File: src/verilog/cfg_loader_pkg.sv
// Purpose: Shared constants and types for the configuration word loader
// Assumes: 16-bit configuration memory words, APB register access
// Notes:   Word addresses are byte addresses of 16-bit words in the memory
package cfg_loader_pkg;

  // Memory word addresses
  localparam logic [7:0] WA_SIGNATURE = 8'h00;
  localparam logic [7:0] WA_VENDOR    = 8'h02;
  localparam logic [7:0] WA_DEVICE    = 8'h04;
  localparam logic [7:0] WA_LINK      = 8'h06;
  localparam logic [7:0] WA_SUBVEN    = 8'h08;
  localparam logic [7:0] WA_SUBSYS    = 8'h0A;
  localparam logic [7:0] WA_CAPS      = 8'h0C;
  localparam logic [7:0] WA_REVISION  = 8'h0E;
  localparam logic [7:0] WA_PHY0      = 8'h10;
  localparam logic [7:0] WA_LAST      = 8'h10;

  // Signature value; arbitrary neutral value
  localparam logic [15:0] SIGNATURE_VALUE = 16'hC0DE;

  // APB register byte addresses (configuration offsets, 32-bit aligned)
  localparam logic [7:0] RA_ID        = 8'h00;
  localparam logic [7:0] RA_REV       = 8'h08;
  localparam logic [7:0] RA_INTPIN    = 8'h3C;
  localparam logic [7:0] RA_PMDATA    = 8'hA8;
  localparam logic [7:0] RA_CAPDIS    = 8'hB0;
  localparam logic [7:0] RA_SWMODE    = 8'hB4;
  localparam logic [7:0] RA_PHYCTL    = 8'hB8;
  localparam logic [7:0] RA_SUBSYS    = 8'hC4;
  localparam logic [7:0] RA_DEVCAP    = 8'hE4;
  localparam logic [7:0] RA_LINKCAP   = 8'hEC;
  localparam logic [7:0] RA_PORTSEL   = 8'hF8;
  localparam logic [7:0] RA_STATUS    = 8'hFC;

  // Built-in defaults used when no valid memory image is present
  // Identification defaults are arbitrary values
  localparam logic [15:0] DEF_VENDOR  = 16'h1234;
  localparam logic [15:0] DEF_DEVICE  = 16'h5678;
  localparam logic [15:0] DEF_WORD    = 16'h0000;

  // Memory read request and answer
  typedef struct packed {
    logic       req;
    logic [7:0] addr;
  } mem_req_t;

  typedef struct packed {
    logic        valid;
    logic [15:0] data;
  } mem_rsp_t;

endpackage

File: src/verilog/cfg_word_loader.sv
// Purpose: Loads configuration words from external memory into port
//          configuration fields, served to software over APB
// Assumes: Memory read port answers with one valid pulse per request
// Notes:   APB accesses are held off (pready low) until loading ends
`timescale 1ns/1ps
module cfg_word_loader
  import cfg_loader_pkg::*;
(
  input  wire logic        pclk,      // Core clock, 100 MHz
  input  wire logic        presetn,   // Async reset, active low
  input  wire logic        psel,      // APB select
  input  wire logic        penable,   // APB access phase
  input  wire logic        pwrite,    // APB write
  input  wire logic [7:0]  paddr,     // APB byte address
  input  wire logic [31:0] pwdata,    // APB write data
  output logic      [31:0] prdata,    // APB read data
  output logic             pready,    // APB ready
  output logic             pslverr,   // APB error
  output mem_req_t         mem_req,   // Memory read request
  input  wire mem_rsp_t    mem_rsp,   // Memory read answer
  output logic             load_done  // Loading finished
);

  ////////////////////////////////////////////////////////////////////////
  // Load sequencer
  typedef enum {S_SIG_REQ, S_SIG_WAIT, S_REQ, S_WAIT, S_DONE} state_t;
  state_t     state;
  state_t     next_state;
  logic [7:0] addr;
  logic [7:0] next_addr;
  logic       word_in;
  logic       sig_ok;

  assign word_in = (state == S_WAIT) && mem_rsp.valid;

  // Signature seen and equal; only then do the later words load
  wire sig_match = (state == S_SIG_WAIT) && mem_rsp.valid && (mem_rsp.data == SIGNATURE_VALUE);

  // Next state and address
  always_comb begin
    next_state = state;
    next_addr  = addr;
    unique case (state)
      S_SIG_REQ: begin
        next_state = S_SIG_WAIT;
      end
      S_SIG_WAIT: begin
        if (mem_rsp.valid) begin
          next_state = (mem_rsp.data == SIGNATURE_VALUE) ? S_REQ : S_DONE;
          next_addr  = WA_VENDOR;
        end
      end
      S_REQ: begin
        next_state = S_WAIT;
      end
      S_WAIT: begin
        if (mem_rsp.valid) begin
          next_state = (addr == WA_LAST) ? S_DONE : S_REQ;
          next_addr  = addr + 8'h02;
        end
      end
      S_DONE: begin
        next_state = S_DONE;
      end
    endcase
  end

  // State registers; request is a registered pulse
  always_ff @(posedge pclk or negedge presetn) begin
    if (!presetn) begin
      state     <= S_SIG_REQ;
      addr      <= WA_SIGNATURE;
      mem_req   <= '0;
      load_done <= 1'b0;
      sig_ok    <= 1'b0;
    end else begin
      state        <= next_state;
      addr         <= next_addr;
      // Pulse follows a request state, so the first one leaves right after reset
      mem_req.req  <= (state == S_SIG_REQ) || (state == S_REQ);
      mem_req.addr <= addr;
      load_done    <= (next_state == S_DONE);
      sig_ok       <= sig_ok || sig_match;
    end
  end

  ////////////////////////////////////////////////////////////////////////
  // Word stores, one per loaded word (02h..10h)
  localparam int NWORDS = 8;
  logic [15:0] w [NWORDS];

  genvar gi;
  generate
    for (gi = 0; gi < NWORDS; gi++) begin : g_word
      localparam logic [15:0] DEF = (gi == 0) ? DEF_VENDOR :
                                    (gi == 1) ? DEF_DEVICE : DEF_WORD;
      cfg_word_store #(.DEFAULT(DEF)) u_store (
        .pclk    (pclk),
        .presetn (presetn),
        .load    (word_in && (addr == 8'((gi + 1) * 2))),
        .din     (mem_rsp.data),
        .q       (w[gi])
      );
    end
  endgenerate

  // Named word views
  wire [15:0] w_vendor = w[0];
  wire [15:0] w_device = w[1];
  wire [15:0] w_link   = w[2];
  wire [15:0] w_subven = w[3];
  wire [15:0] w_subsys = w[4];
  wire [15:0] w_caps   = w[5];
  wire [15:0] w_rev    = w[6];
  wire [15:0] w_phy0   = w[7];

  ////////////////////////////////////////////////////////////////////////
  // Field mapping into configuration register images, per port
  logic [1:0] port;   // Software-selected port for reads
  wire        p0   = (port == 2'd0);
  wire        p012 = (port != 2'd3);
  wire        p12  = (port == 2'd1) || (port == 2'd2);
  wire        p123 = (port != 2'd0);

  wire [31:0] img_id = {w_device, w_vendor};

  wire [31:0] img_rev = {24'h000000, w_rev[7:0]};

  wire [31:0] img_intpin = {23'h000000, p12 & w_link[15], 8'h00};

  wire [31:0] img_pmdata = {17'h00000, p0 ? w_phy0[9:8] : 2'b00, 13'h0000};

  wire [31:0] img_capdis = {16'h0000, w_caps[5], w_caps[4], w_caps[7], 13'h0000};

  wire [6:0]  swm = p012 ? {w_link[9], w_link[8], w_link[14], w_link[13],
                            w_link[12:11], w_link[10]} : 7'h00;
  wire [31:0] img_swmode = {16'h0000, w_caps[6], 7'h00, w_caps[10], swm};

  wire [7:0]  fast_training_sequence_count = p0 ? w_phy0[7:0] : 8'h00;
  wire [31:0] img_phyctl = {16'h0000, w_caps[15], w_caps[14], w_caps[13],
                            w_caps[11], 4'h0, fast_training_sequence_count};

  wire [31:0] img_subsys = {w_subsys, w_subven};

  wire [31:0] img_devcap = {16'h0000, w_caps[3], 14'h0000, w_caps[0]};

  wire [2:0]  l0s = p012 ? w_link[3:1] : 3'b000;
  wire [2:0]  l1  = p012 ? w_link[6:4] : 3'b000;
  wire [31:0] img_linkcap = {12'h000, p123 & w_caps[12], 1'b0, l1, l0s,
                             w_caps[2:1], 10'h000};

  ////////////////////////////////////////////////////////////////////////
  // APB slave
  wire access  = psel && penable;
  wire wr_sel  = access && pwrite && (paddr == RA_PORTSEL);
  wire mapped  = (paddr == RA_ID) || (paddr == RA_REV) || (paddr == RA_INTPIN) ||
                 (paddr == RA_PMDATA) || (paddr == RA_CAPDIS) ||
                 (paddr == RA_SWMODE) || (paddr == RA_PHYCTL) ||
                 (paddr == RA_SUBSYS) || (paddr == RA_DEVCAP) ||
                 (paddr == RA_LINKCAP) || (paddr == RA_PORTSEL) ||
                 (paddr == RA_STATUS);

  // Read mux
  logic [31:0] rd_mux;
  always_comb begin
    rd_mux = 32'h00000000;
    unique case (paddr)
      RA_ID:      rd_mux = img_id;
      RA_REV:     rd_mux = img_rev;
      RA_INTPIN:  rd_mux = img_intpin;
      RA_PMDATA:  rd_mux = img_pmdata;
      RA_CAPDIS:  rd_mux = img_capdis;
      RA_SWMODE:  rd_mux = img_swmode;
      RA_PHYCTL:  rd_mux = img_phyctl;
      RA_SUBSYS:  rd_mux = img_subsys;
      RA_DEVCAP:  rd_mux = img_devcap;
      RA_LINKCAP: rd_mux = img_linkcap;
      RA_PORTSEL: rd_mux = {30'h0, port};
      RA_STATUS:  rd_mux = {30'h0, state == S_DONE, sig_ok};
      default:    rd_mux = 32'h00000000;
    endcase
  end

  // Registered answer; one wait state keeps outputs flopped
  // hold until loaded
  always_ff @(posedge pclk or negedge presetn) begin
    if (!presetn) begin
      pready  <= 1'b0;
      pslverr <= 1'b0;
      prdata  <= 32'h00000000;
    end else begin
      pready  <= access && load_done && !pready;
      pslverr <= access && load_done && !pready && !mapped;
      prdata  <= (access && !pwrite && load_done && !pready) ? rd_mux : 32'h00000000;
    end
  end

  // Port select register, written only at completing edge
  always_ff @(posedge pclk or negedge presetn) begin
    if (!presetn) begin
      port <= 2'd0;
    end else if (wr_sel && pready) begin
      port <= pwdata[1:0];
    end
  end

  ////////////////////////////////////////////////////////////////////////
  // Checks
  // Sequencer: signature gate, request pulses and word order
  a_sig_bad_skip: assert property (@(posedge pclk) disable iff (!presetn)
    (state == S_SIG_WAIT && mem_rsp.valid && mem_rsp.data != SIGNATURE_VALUE) |=> state == S_DONE)
    else $error("bad signature not skipped");
  a_sig_gate: assert property (@(posedge pclk) disable iff (!presetn)
    sig_match |=> (sig_ok && state == S_REQ))
    else $error("good signature not followed by loading");
  a_sig_req_addr: assert property (@(posedge pclk) disable iff (!presetn)
    (mem_req.req && !sig_ok) |-> mem_req.addr == WA_SIGNATURE)
    else $error("first request not at signature word");
  a_req_pulse: assert property (@(posedge pclk) disable iff (!presetn)
    mem_req.req |=> !mem_req.req)
    else $error("memory request longer than one cycle");
  a_addr_order: assert property (@(posedge pclk) disable iff (!presetn)
    (word_in && addr != WA_LAST) |=> (state == S_REQ && addr == $past(addr) + 8'h02))
    else $error("word order broken");
  a_default_keep: assert property (@(posedge pclk) disable iff (!presetn)
    (load_done && !sig_ok) |-> (w_vendor == DEF_VENDOR && w_device == DEF_DEVICE))
    else $error("defaults lost without signature");
  a_done_holds: assert property (@(posedge pclk) disable iff (!presetn)
    load_done |=> load_done)
    else $error("load done dropped");

  // Host side: nothing answered before loading ends
  a_no_ready_early: assert property (@(posedge pclk) disable iff (!presetn)
    pready |-> load_done)
    else $error("ready before load done");
  a_stall_no_ready: assert property (@(posedge pclk) disable iff (!presetn)
    !load_done |=> !pready)
    else $error("ready raised while loading");
  a_ready_pulse: assert property (@(posedge pclk) disable iff (!presetn)
    pready |=> !pready)
    else $error("ready longer than one cycle");
  a_err_with_ready: assert property (@(posedge pclk) disable iff (!presetn)
    pslverr |-> pready)
    else $error("error without ready");
  a_read_zero_idle: assert property (@(posedge pclk) disable iff (!presetn)
    !pready |-> prdata == 32'h0)
    else $error("read data outside ready cycle");
  a_sel_write: assert property (@(posedge pclk) disable iff (!presetn)
    (wr_sel && pready) |=> port == $past(pwdata[1:0]))
    else $error("port select not written");

  // Word capture from the memory answer
  a_vendor_load: assert property (@(posedge pclk) disable iff (!presetn)
    (word_in && addr == WA_VENDOR) |=> w_vendor == $past(mem_rsp.data))
    else $error("vendor word not loaded");
  a_device_load: assert property (@(posedge pclk) disable iff (!presetn)
    (word_in && addr == WA_DEVICE) |=> img_id[31:16] == $past(mem_rsp.data))
    else $error("device word not loaded");
  a_link_load: assert property (@(posedge pclk) disable iff (!presetn)
    (word_in && addr == WA_LINK) |=> w_link == $past(mem_rsp.data))
    else $error("link word not loaded");
  a_subsys_load: assert property (@(posedge pclk) disable iff (!presetn)
    (word_in && addr == WA_SUBSYS) |=> img_subsys[31:16] == $past(mem_rsp.data))
    else $error("subsystem word not loaded");
  a_caps_load: assert property (@(posedge pclk) disable iff (!presetn)
    (word_in && addr == WA_CAPS) |=> w_caps == $past(mem_rsp.data))
    else $error("capability word not loaded");
  a_rev_load: assert property (@(posedge pclk) disable iff (!presetn)
    (word_in && addr == WA_REVISION) |=> w_rev == $past(mem_rsp.data))
    else $error("revision word not loaded");
  a_phy_load: assert property (@(posedge pclk) disable iff (!presetn)
    (word_in && addr == WA_PHY0) |=> w_phy0 == $past(mem_rsp.data))
    else $error("port 0 link word not loaded");

  // Port gating and mapping of the images
  a_surprise_port0: assert property (@(posedge pclk) disable iff (!presetn)
    p0 |-> !img_linkcap[19])
    else $error("surprise down on port 0");
  a_inta_ports: assert property (@(posedge pclk) disable iff (!presetn)
    !p12 |-> !img_intpin[8])
    else $error("INTA bit outside ports 1-2");
  a_fts_port0: assert property (@(posedge pclk) disable iff (!presetn)
    p0 |-> img_phyctl[7:0] == w_phy0[7:0])
    else $error("training count wrong");
  a_rev_map: assert property (@(posedge pclk) disable iff (!presetn)
    img_rev[7:0] == w_rev[7:0])
    else $error("revision map wrong");
  a_ppm_port0: assert property (@(posedge pclk) disable iff (!presetn)
    !p0 |-> img_pmdata[14:13] == 2'b00)
    else $error("clock ppm outside port 0");
  a_swmode_port3: assert property (@(posedge pclk) disable iff (!presetn)
    !p012 |-> img_swmode[6:0] == 7'h00)
    else $error("switch mode bits on port 3");
  a_latency_port3: assert property (@(posedge pclk) disable iff (!presetn)
    !p012 |-> img_linkcap[17:12] == 6'h00)
    else $error("exit latency on port 3");

endmodule

File: src/verilog/cfg_word_store.sv
// Purpose: Holds one loaded 16-bit configuration word with a default
// Assumes: Load strobe from the sequencer on the same clock
// Notes:   One instance per loaded word (02h..10h); the signature word has none
`timescale 1ns/1ps
module cfg_word_store
  import cfg_loader_pkg::*;
#(
  parameter logic [15:0] DEFAULT = 16'h0000
) (
  input  wire logic        pclk,    // Core clock
  input  wire logic        presetn, // Async reset, active low
  input  wire logic        load,    // Capture strobe
  input  wire logic [15:0] din,     // Word from memory
  output logic      [15:0] q        // Stored word
);

  // Reset to default; async reset loads a constant only
  always_ff @(posedge pclk or negedge presetn) begin
    if (!presetn) begin
      q <= DEFAULT;
    end else if (load) begin
      q <= din;
    end
  end

endmodule
File: config.mk
export PLATFORM = sky130hd
export DESIGN_NAME = cfg_word_loader
export DESIGN_NICKNAME = d
export VERILOG_FILES = /design/src/verilog/cfg_loader_pkg.sv /design/src/verilog/cfg_word_loader.sv /design/src/verilog/cfg_word_store.sv
export SDC_FILE = /design/constraint.sdc
export NUM_CORES = 1
export LEC_CHECK = 0
export BUFFER_PORTS_ARGS = -buffer_cell sky130_fd_sc_hd__buf_2
export CORE_ASPECT_RATIO = 0.9
export CORE_MARGIN = 2
export CORE_UTILIZATION = 49
export DETAILED_ROUTE_END_ITERATION = 8
export PLACE_DENSITY = 0.7
export SYNTH_ARGS = -nofsm -noshare
export SYNTH_HDL_FRONTEND = slang
export SYNTH_SLANG_ARGS = --single-unit
File: constraint.sdc
create_clock -name pclk -period 7.2 [get_ports pclk]
set_clock_uncertainty 0.1 [all_clocks]
set_input_delay 1.08 -clock pclk [delete_from_list [all_inputs] [get_ports pclk]]
set_output_delay 1.08 -clock pclk [all_outputs]
set_load 0.1 [all_outputs]
== Word-level counts from Yosys, hierarchy flattened ==
Index checks and enable logic that the tools add are counted.

* Output and inout port bits: 44
* Register bits after elaboration: 201
* Logic and storage cells: 115
* Input bits: 62

* Reductions and logical operators: 45
* Muxes and demuxes: 15
* $add $sub $neg: 1
* Bitwise operators: 2
* Equal/unequal tests: 34

{| class="wikitable"
|+ Operator list
! kind !! number
|-
| $pmux 32 s12 || 1
|-
| $pmux 32 s5 || 1
|-
| $eq 32x2->1 const B || 3
|-
| $eq 32x3->1 const B || 3
|-
| $mux 32 || 3
|-
| $eq 8x8->1 const B || 9
|-
| $eq 32x4->1 const B || 2
|-
| $logic_not 32->1 || 2
|-
| $eq 8x4->1 const B || 5
|-
| $eq 32x1->1 const B || 1
|-
| $mux 8 || 3
|-
| $logic_and 1x1->1 || 21
|-
| $eq 16x16->1 const B || 1
|-
| $eq 8x3->1 const B || 2
|-
| $pmux 8 s2 || 1
|-
| $logic_or 1x1->1 || 14
|-
| $mux 3 || 4
|-
| $add 8x2->8 const B || 1
|-
| $eq 8x2->1 const B || 1
|-
| $eq 8x5->1 const B || 1
|-
| $eq 8x6->1 const B || 1
|-
| $logic_not 8->1 || 1
|-
| $mux 7 || 1
|-
| $ne 2x2->1 const B || 3
|-
| 8 further kinds || 12
|}

== Longest topological paths before layout ==
* Depth after elaboration: 14
* Depth in mapped cells: 7

== Cells and area by module ==
A second synthesis with hierarchy kept.

* Cells, all modules: 630
* Area total of the unflattened synthesis: 9153.8 µm²

{| class="wikitable"
|+ By module, submodules not included
! module !! sequential area each (µm²) !! times used !! area each (µm²) !! cells each
|-
| cfg_word_loader || 2127.0 || 1 || 3942.5 || 358
|-
| cfg_word_store at g_word[2].u_store ... || 400.4 || 6 || 649.4 || 34
|-
| cfg_word_store at g_word[1].u_store || 410.4 || 1 || 659.4 || 34
|-
| cfg_word_store at g_word[0].u_store || 406.6 || 1 || 655.6 || 34
|}

== Least setup slack after synthesis ==
Ideal clock, no wire load.

* Kind: input to register
* Start: in paddr[5]
* End: reg prdata[21]
* Cell stages on the path: 7
* Arrival time: 2581 ps
* Setup time: 72 ps
* Required time: 7028 ps
* Path slack: 4446 ps
* Path buffers: 3
* Cell sequence: clkbuf_1 -> nor4_1 -> and2_1 -> buf_2 -> clkbuf_1 -> a22oi_1 -> nor2_1

* Longest elaborated chain between the ends: 3
* Elaborated cells on any way between the ends: 14

{| class="wikitable"
|+ Ends and longest elaborated chain
! item !! RTL line !! RTL
|-
| start: declaration || cfg_word_loader.sv:14 || <nowiki>input wire logic [7:0] paddr,</nowiki>
|-
| $eq 8x8->1, or another cell as far along || cfg_word_loader.sv:167 || <nowiki>unique case (paddr)</nowiki>
|-
| $pmux 32 s12 (*) || cfg_word_loader.sv:167 ||
|-
| $mux 32 (*) || cfg_word_loader.sv:194 || <nowiki>prdata <= (access && !pwrite && load_done && !pready) ? rd_mux : 32'h00000000;</nowiki>
|-
| end signal: assignment || cfg_word_loader.sv:194 ||
|-
| end: declaration || cfg_word_loader.sv:16 || <nowiki>output logic [31:0] prdata,</nowiki>
|}

Every way passes the cells marked *; elsewhere a longest branch is shown, timed or not.
A chain may end at the register's enable or synchronous reset.

== Worst setup path after layout ==
* Start: in mem_rsp[16] (netlist bit)
* End: reg g_word[2].u_store.q[8]

* Longest elaborated chain between the ends: 2

{| class="wikitable"
|+ Ends and longest elaborated chain
! item !! RTL line !! RTL
|-
| start: declaration || cfg_word_loader.sv:20 || <nowiki>input wire mem_rsp_t mem_rsp,</nowiki>
|-
| $logic_and 1x1->1 || cfg_word_loader.sv:34 || <nowiki>assign word_in = (state == S_WAIT) && mem_rsp.valid;</nowiki>
|-
| $logic_and 1x1->1 || cfg_word_loader.sv:100 || <nowiki>.load (word_in && (addr == 8'((gi + 1) * 2))),</nowiki>
|-
| end signal: assignment || cfg_word_store.sv:22 || <nowiki>q <= din;</nowiki>
|-
| end: declaration || cfg_word_store.sv:14 || <nowiki>output logic [15:0] q</nowiki>
|}

Every way passes these cells.

==> impl_metrics.ini <==
[run_status]
status = completed

[clock_tree]
post-cts-setup-buffers = 0
cts_sinks = 195
htreeDepth = 4
cts_inserted_buffers = 17
cts_hold_buf = 0
cts_tree = done
clock-root-buffer = clkbuf_16
post_cts_resized = 0
cts_max_path_buffers = 2
path_clk_slew_ns = 0.07
clk_latency_ns = 0.43

[yosys]
synth_area_per_cell_um2 = 13.7
yosys.area.top_type = dfrtp_1
synth_area_leaders = dfrtp_1, mux2_2, dfstp_2, a22oi_1, nor2_1
ys_async_sr_fraction = 1.00
synth_edf_count = 0
yosysMostFrequentCell = dfrtp_1
synthTopCellsByCount = dfrtp_1, mux2_2, nor2_1
synth_top_area_share = 0.584
yosysUniqueCellTypes = 52
ys_ff_latch = 195
ys.flop_type = dfrtp_1
ys_warn_count = 0
synthesis.area_um2 = 7800
seq_area_frac_synth = 0.628
syn_inst = 569

[place]
dpl.hpwl_um = 11700
post-place-ws_ns = 3.37
gp_congestion = 0.906
numPortBuffers = 74
dpl_cell_area_um2 = 8460

[routing]
first_pass_iters = 6
vias = 5155
drt_iter0_markers = 543
wire_per_inst_um = 20.1
ant_nets = 0
drc = 0
totalWireLength_um = 17800
viasPerCell = 5.82

[floorplanning]
io_pins = 106
rows = 43
dieWidth_um = 137
start_util = 0.503
die_y_um = 124
core_area_um2 = 15500
dieArea_um2 = 16900

[final_layout]
utilization = 0.582
fillers = 1242
multi_input_area_um2 = 2860
seq_area_um2 = 4900
diodes = 0
drive_gt1_frac = 0.366
postLayoutCellArea_um2 = 9020
area_growth_pct = 15.7
final_nets = 735

[worst_hold_path]
hold_path_depth = 2
hold_class = flip-flop to flip-flop

[critical_path]
worstSetupPathDepth = 5
rr_worst_depth = 5
cp_num_buf_inv = 1
cp_top_family = simple AND/OR/NAND/NOR gates
max_stage_delay_ns = 0.87
path_max_fanout = 14
r2r_slack_ns = 3.85
cp-start-kind = primary input
critPathCaptureType = flip-flop
worstPathRequired_ns = 7.41
critPathKind = primary input to flip-flop
crit_chain = buf_2 > nand4_1 > nor3_4 > nand4_1 > mux2_2
cp_data_arrival_time_ns = 3.62
cpMostUsedCell = nand4_1
cpMaxStageDelayCell = nand4_1

[sta]
max_slew_margin = 0.193
fin_crit_ns = 3.42
rsz0062_at_grt = no
tns_ns = 0
finalHoldViolCount = 0
tightest_slew_ns = 1.20
setup_viol = 0
drv_slew = 0
fin_crit_sh = 0.475
fmax_mhz = 293
layout_setup_ws_ns = 3.78

[job]
cap_violations = 0

[pwr]
static-leakage-power_nw = 4.39
ir_drop_mv = 0.173
totalPowerFinal_w = 0.00205
power_density_nw_per_um2 = 227

[grt]
grt_max_degree = 120
grt_pass1_wl_um = 27600
track_usage = 0.218
grt_pass1_vias = 5159
overflow = 0
antenna_found_initial = 0
cells by family after synthesis:
kind of cell / after synthesis / synth area share
simple gates: 137 / 0.101
fa+ha+maj: 3 / 0.00481
mux: 118 / 0.170
buf+inv: 34 / 0.0199
compound gates: 81 / 0.0764
other cells: 1 / 0.000481
flops: 195 / 0.628
layout make-up:
class                   instances  share of cell area
clock buffers                  23              0.0563
well taps                     202              0.0280
clock inverters                 9             0.00583
multi-input cells             369               0.317
flip-flops and latches        195               0.543
repair buffers                 80              0.0470
inverters                       7             0.00291
metrics by stage:
| step | cells | hold slack [ns] |
|---|---|---|
| global route | 885 | 0.402 |
| global placement | 853 | 0.353 |
| finish | 885 | 0.371 |
| CTS | 885 | 0.388 |
| detailed placement | 853 | 0.371 |
| floorplan | 598 | 0.278 |
routing by layer:
layer,up-vias,wire length [um],part of all wire,global-route usage
li1,2271,-,-,-
met4,0,458,0.026,0.0934
met2,184,8500,0.48,0.344
met1,2669,7950,0.45,0.301
met3,31,915,0.051,0.0395
met5,-,0,0,0
flip-flops by register name, indices dropped and copies added (netlist names):
| signal | cells |
|---|---|
| mem_req | 8 |
| state | 32 |
| pslverr | 1 |
| pready | 1 |
| load_done | 1 |
| prdata | 32 |
| port | 2 |
| addr | 7 |
| g_word.u_store.q | 110 |
| sig_ok | 1 |
worst register-to-register path, stage by stage, from the launching register on:
cell     delay (ns)
dfrtp_1        0.42
nor2_1         0.25
nand4_1        0.39
nor3_4         0.62
nand4_1        0.87
mux2_2         0.58
path summary, 6_finish.rpt:
kind,start,to
max in group asynchronous,presetn,prdata[30]
min in group asynchronous,presetn,mem_req[8]
hold reg to reg,sig_ok,sig_ok
setup / recovery,mem_rsp[16],g_word[2].u_store.q[8]
hold / removal,sig_ok,sig_ok
setup reg to reg,state[3],g_word[2].u_store.q[8]
where the power goes:
part / internal, W / leakage (nW) / switching (W)
logic: 0.0000123 / 1.53 / 0.0000522
registers: 0.00110 / 2.59 / 0.00000258
clock network: 0.000493 / 0.277 / 0.000388
cells in the final DEF (no fill, tap or decap), types with 4 or more instances in the layout:
cell,count
clkbuf_16,17
buf_4,6
inv_1,7
mux2_2,114
nor3_1,9
o21ai_0,9
a22o_1,5
mux2i_1,4
clkbuf_8,7
a21oi_1,7
clkinv_2,6
nand4_1,6
a222oi_1,11
nand3_1,8
buf_2,73
nor4_1,15
dfstp_2,13
nor2b_1,6
nor2_1,35
conb_1,30
nand4b_1,4
a31oi_1,9
nand2_1,24
dfrtp_1,182
a22oi_1,25
Note: power is estimated with default switching activity, not from simulation.
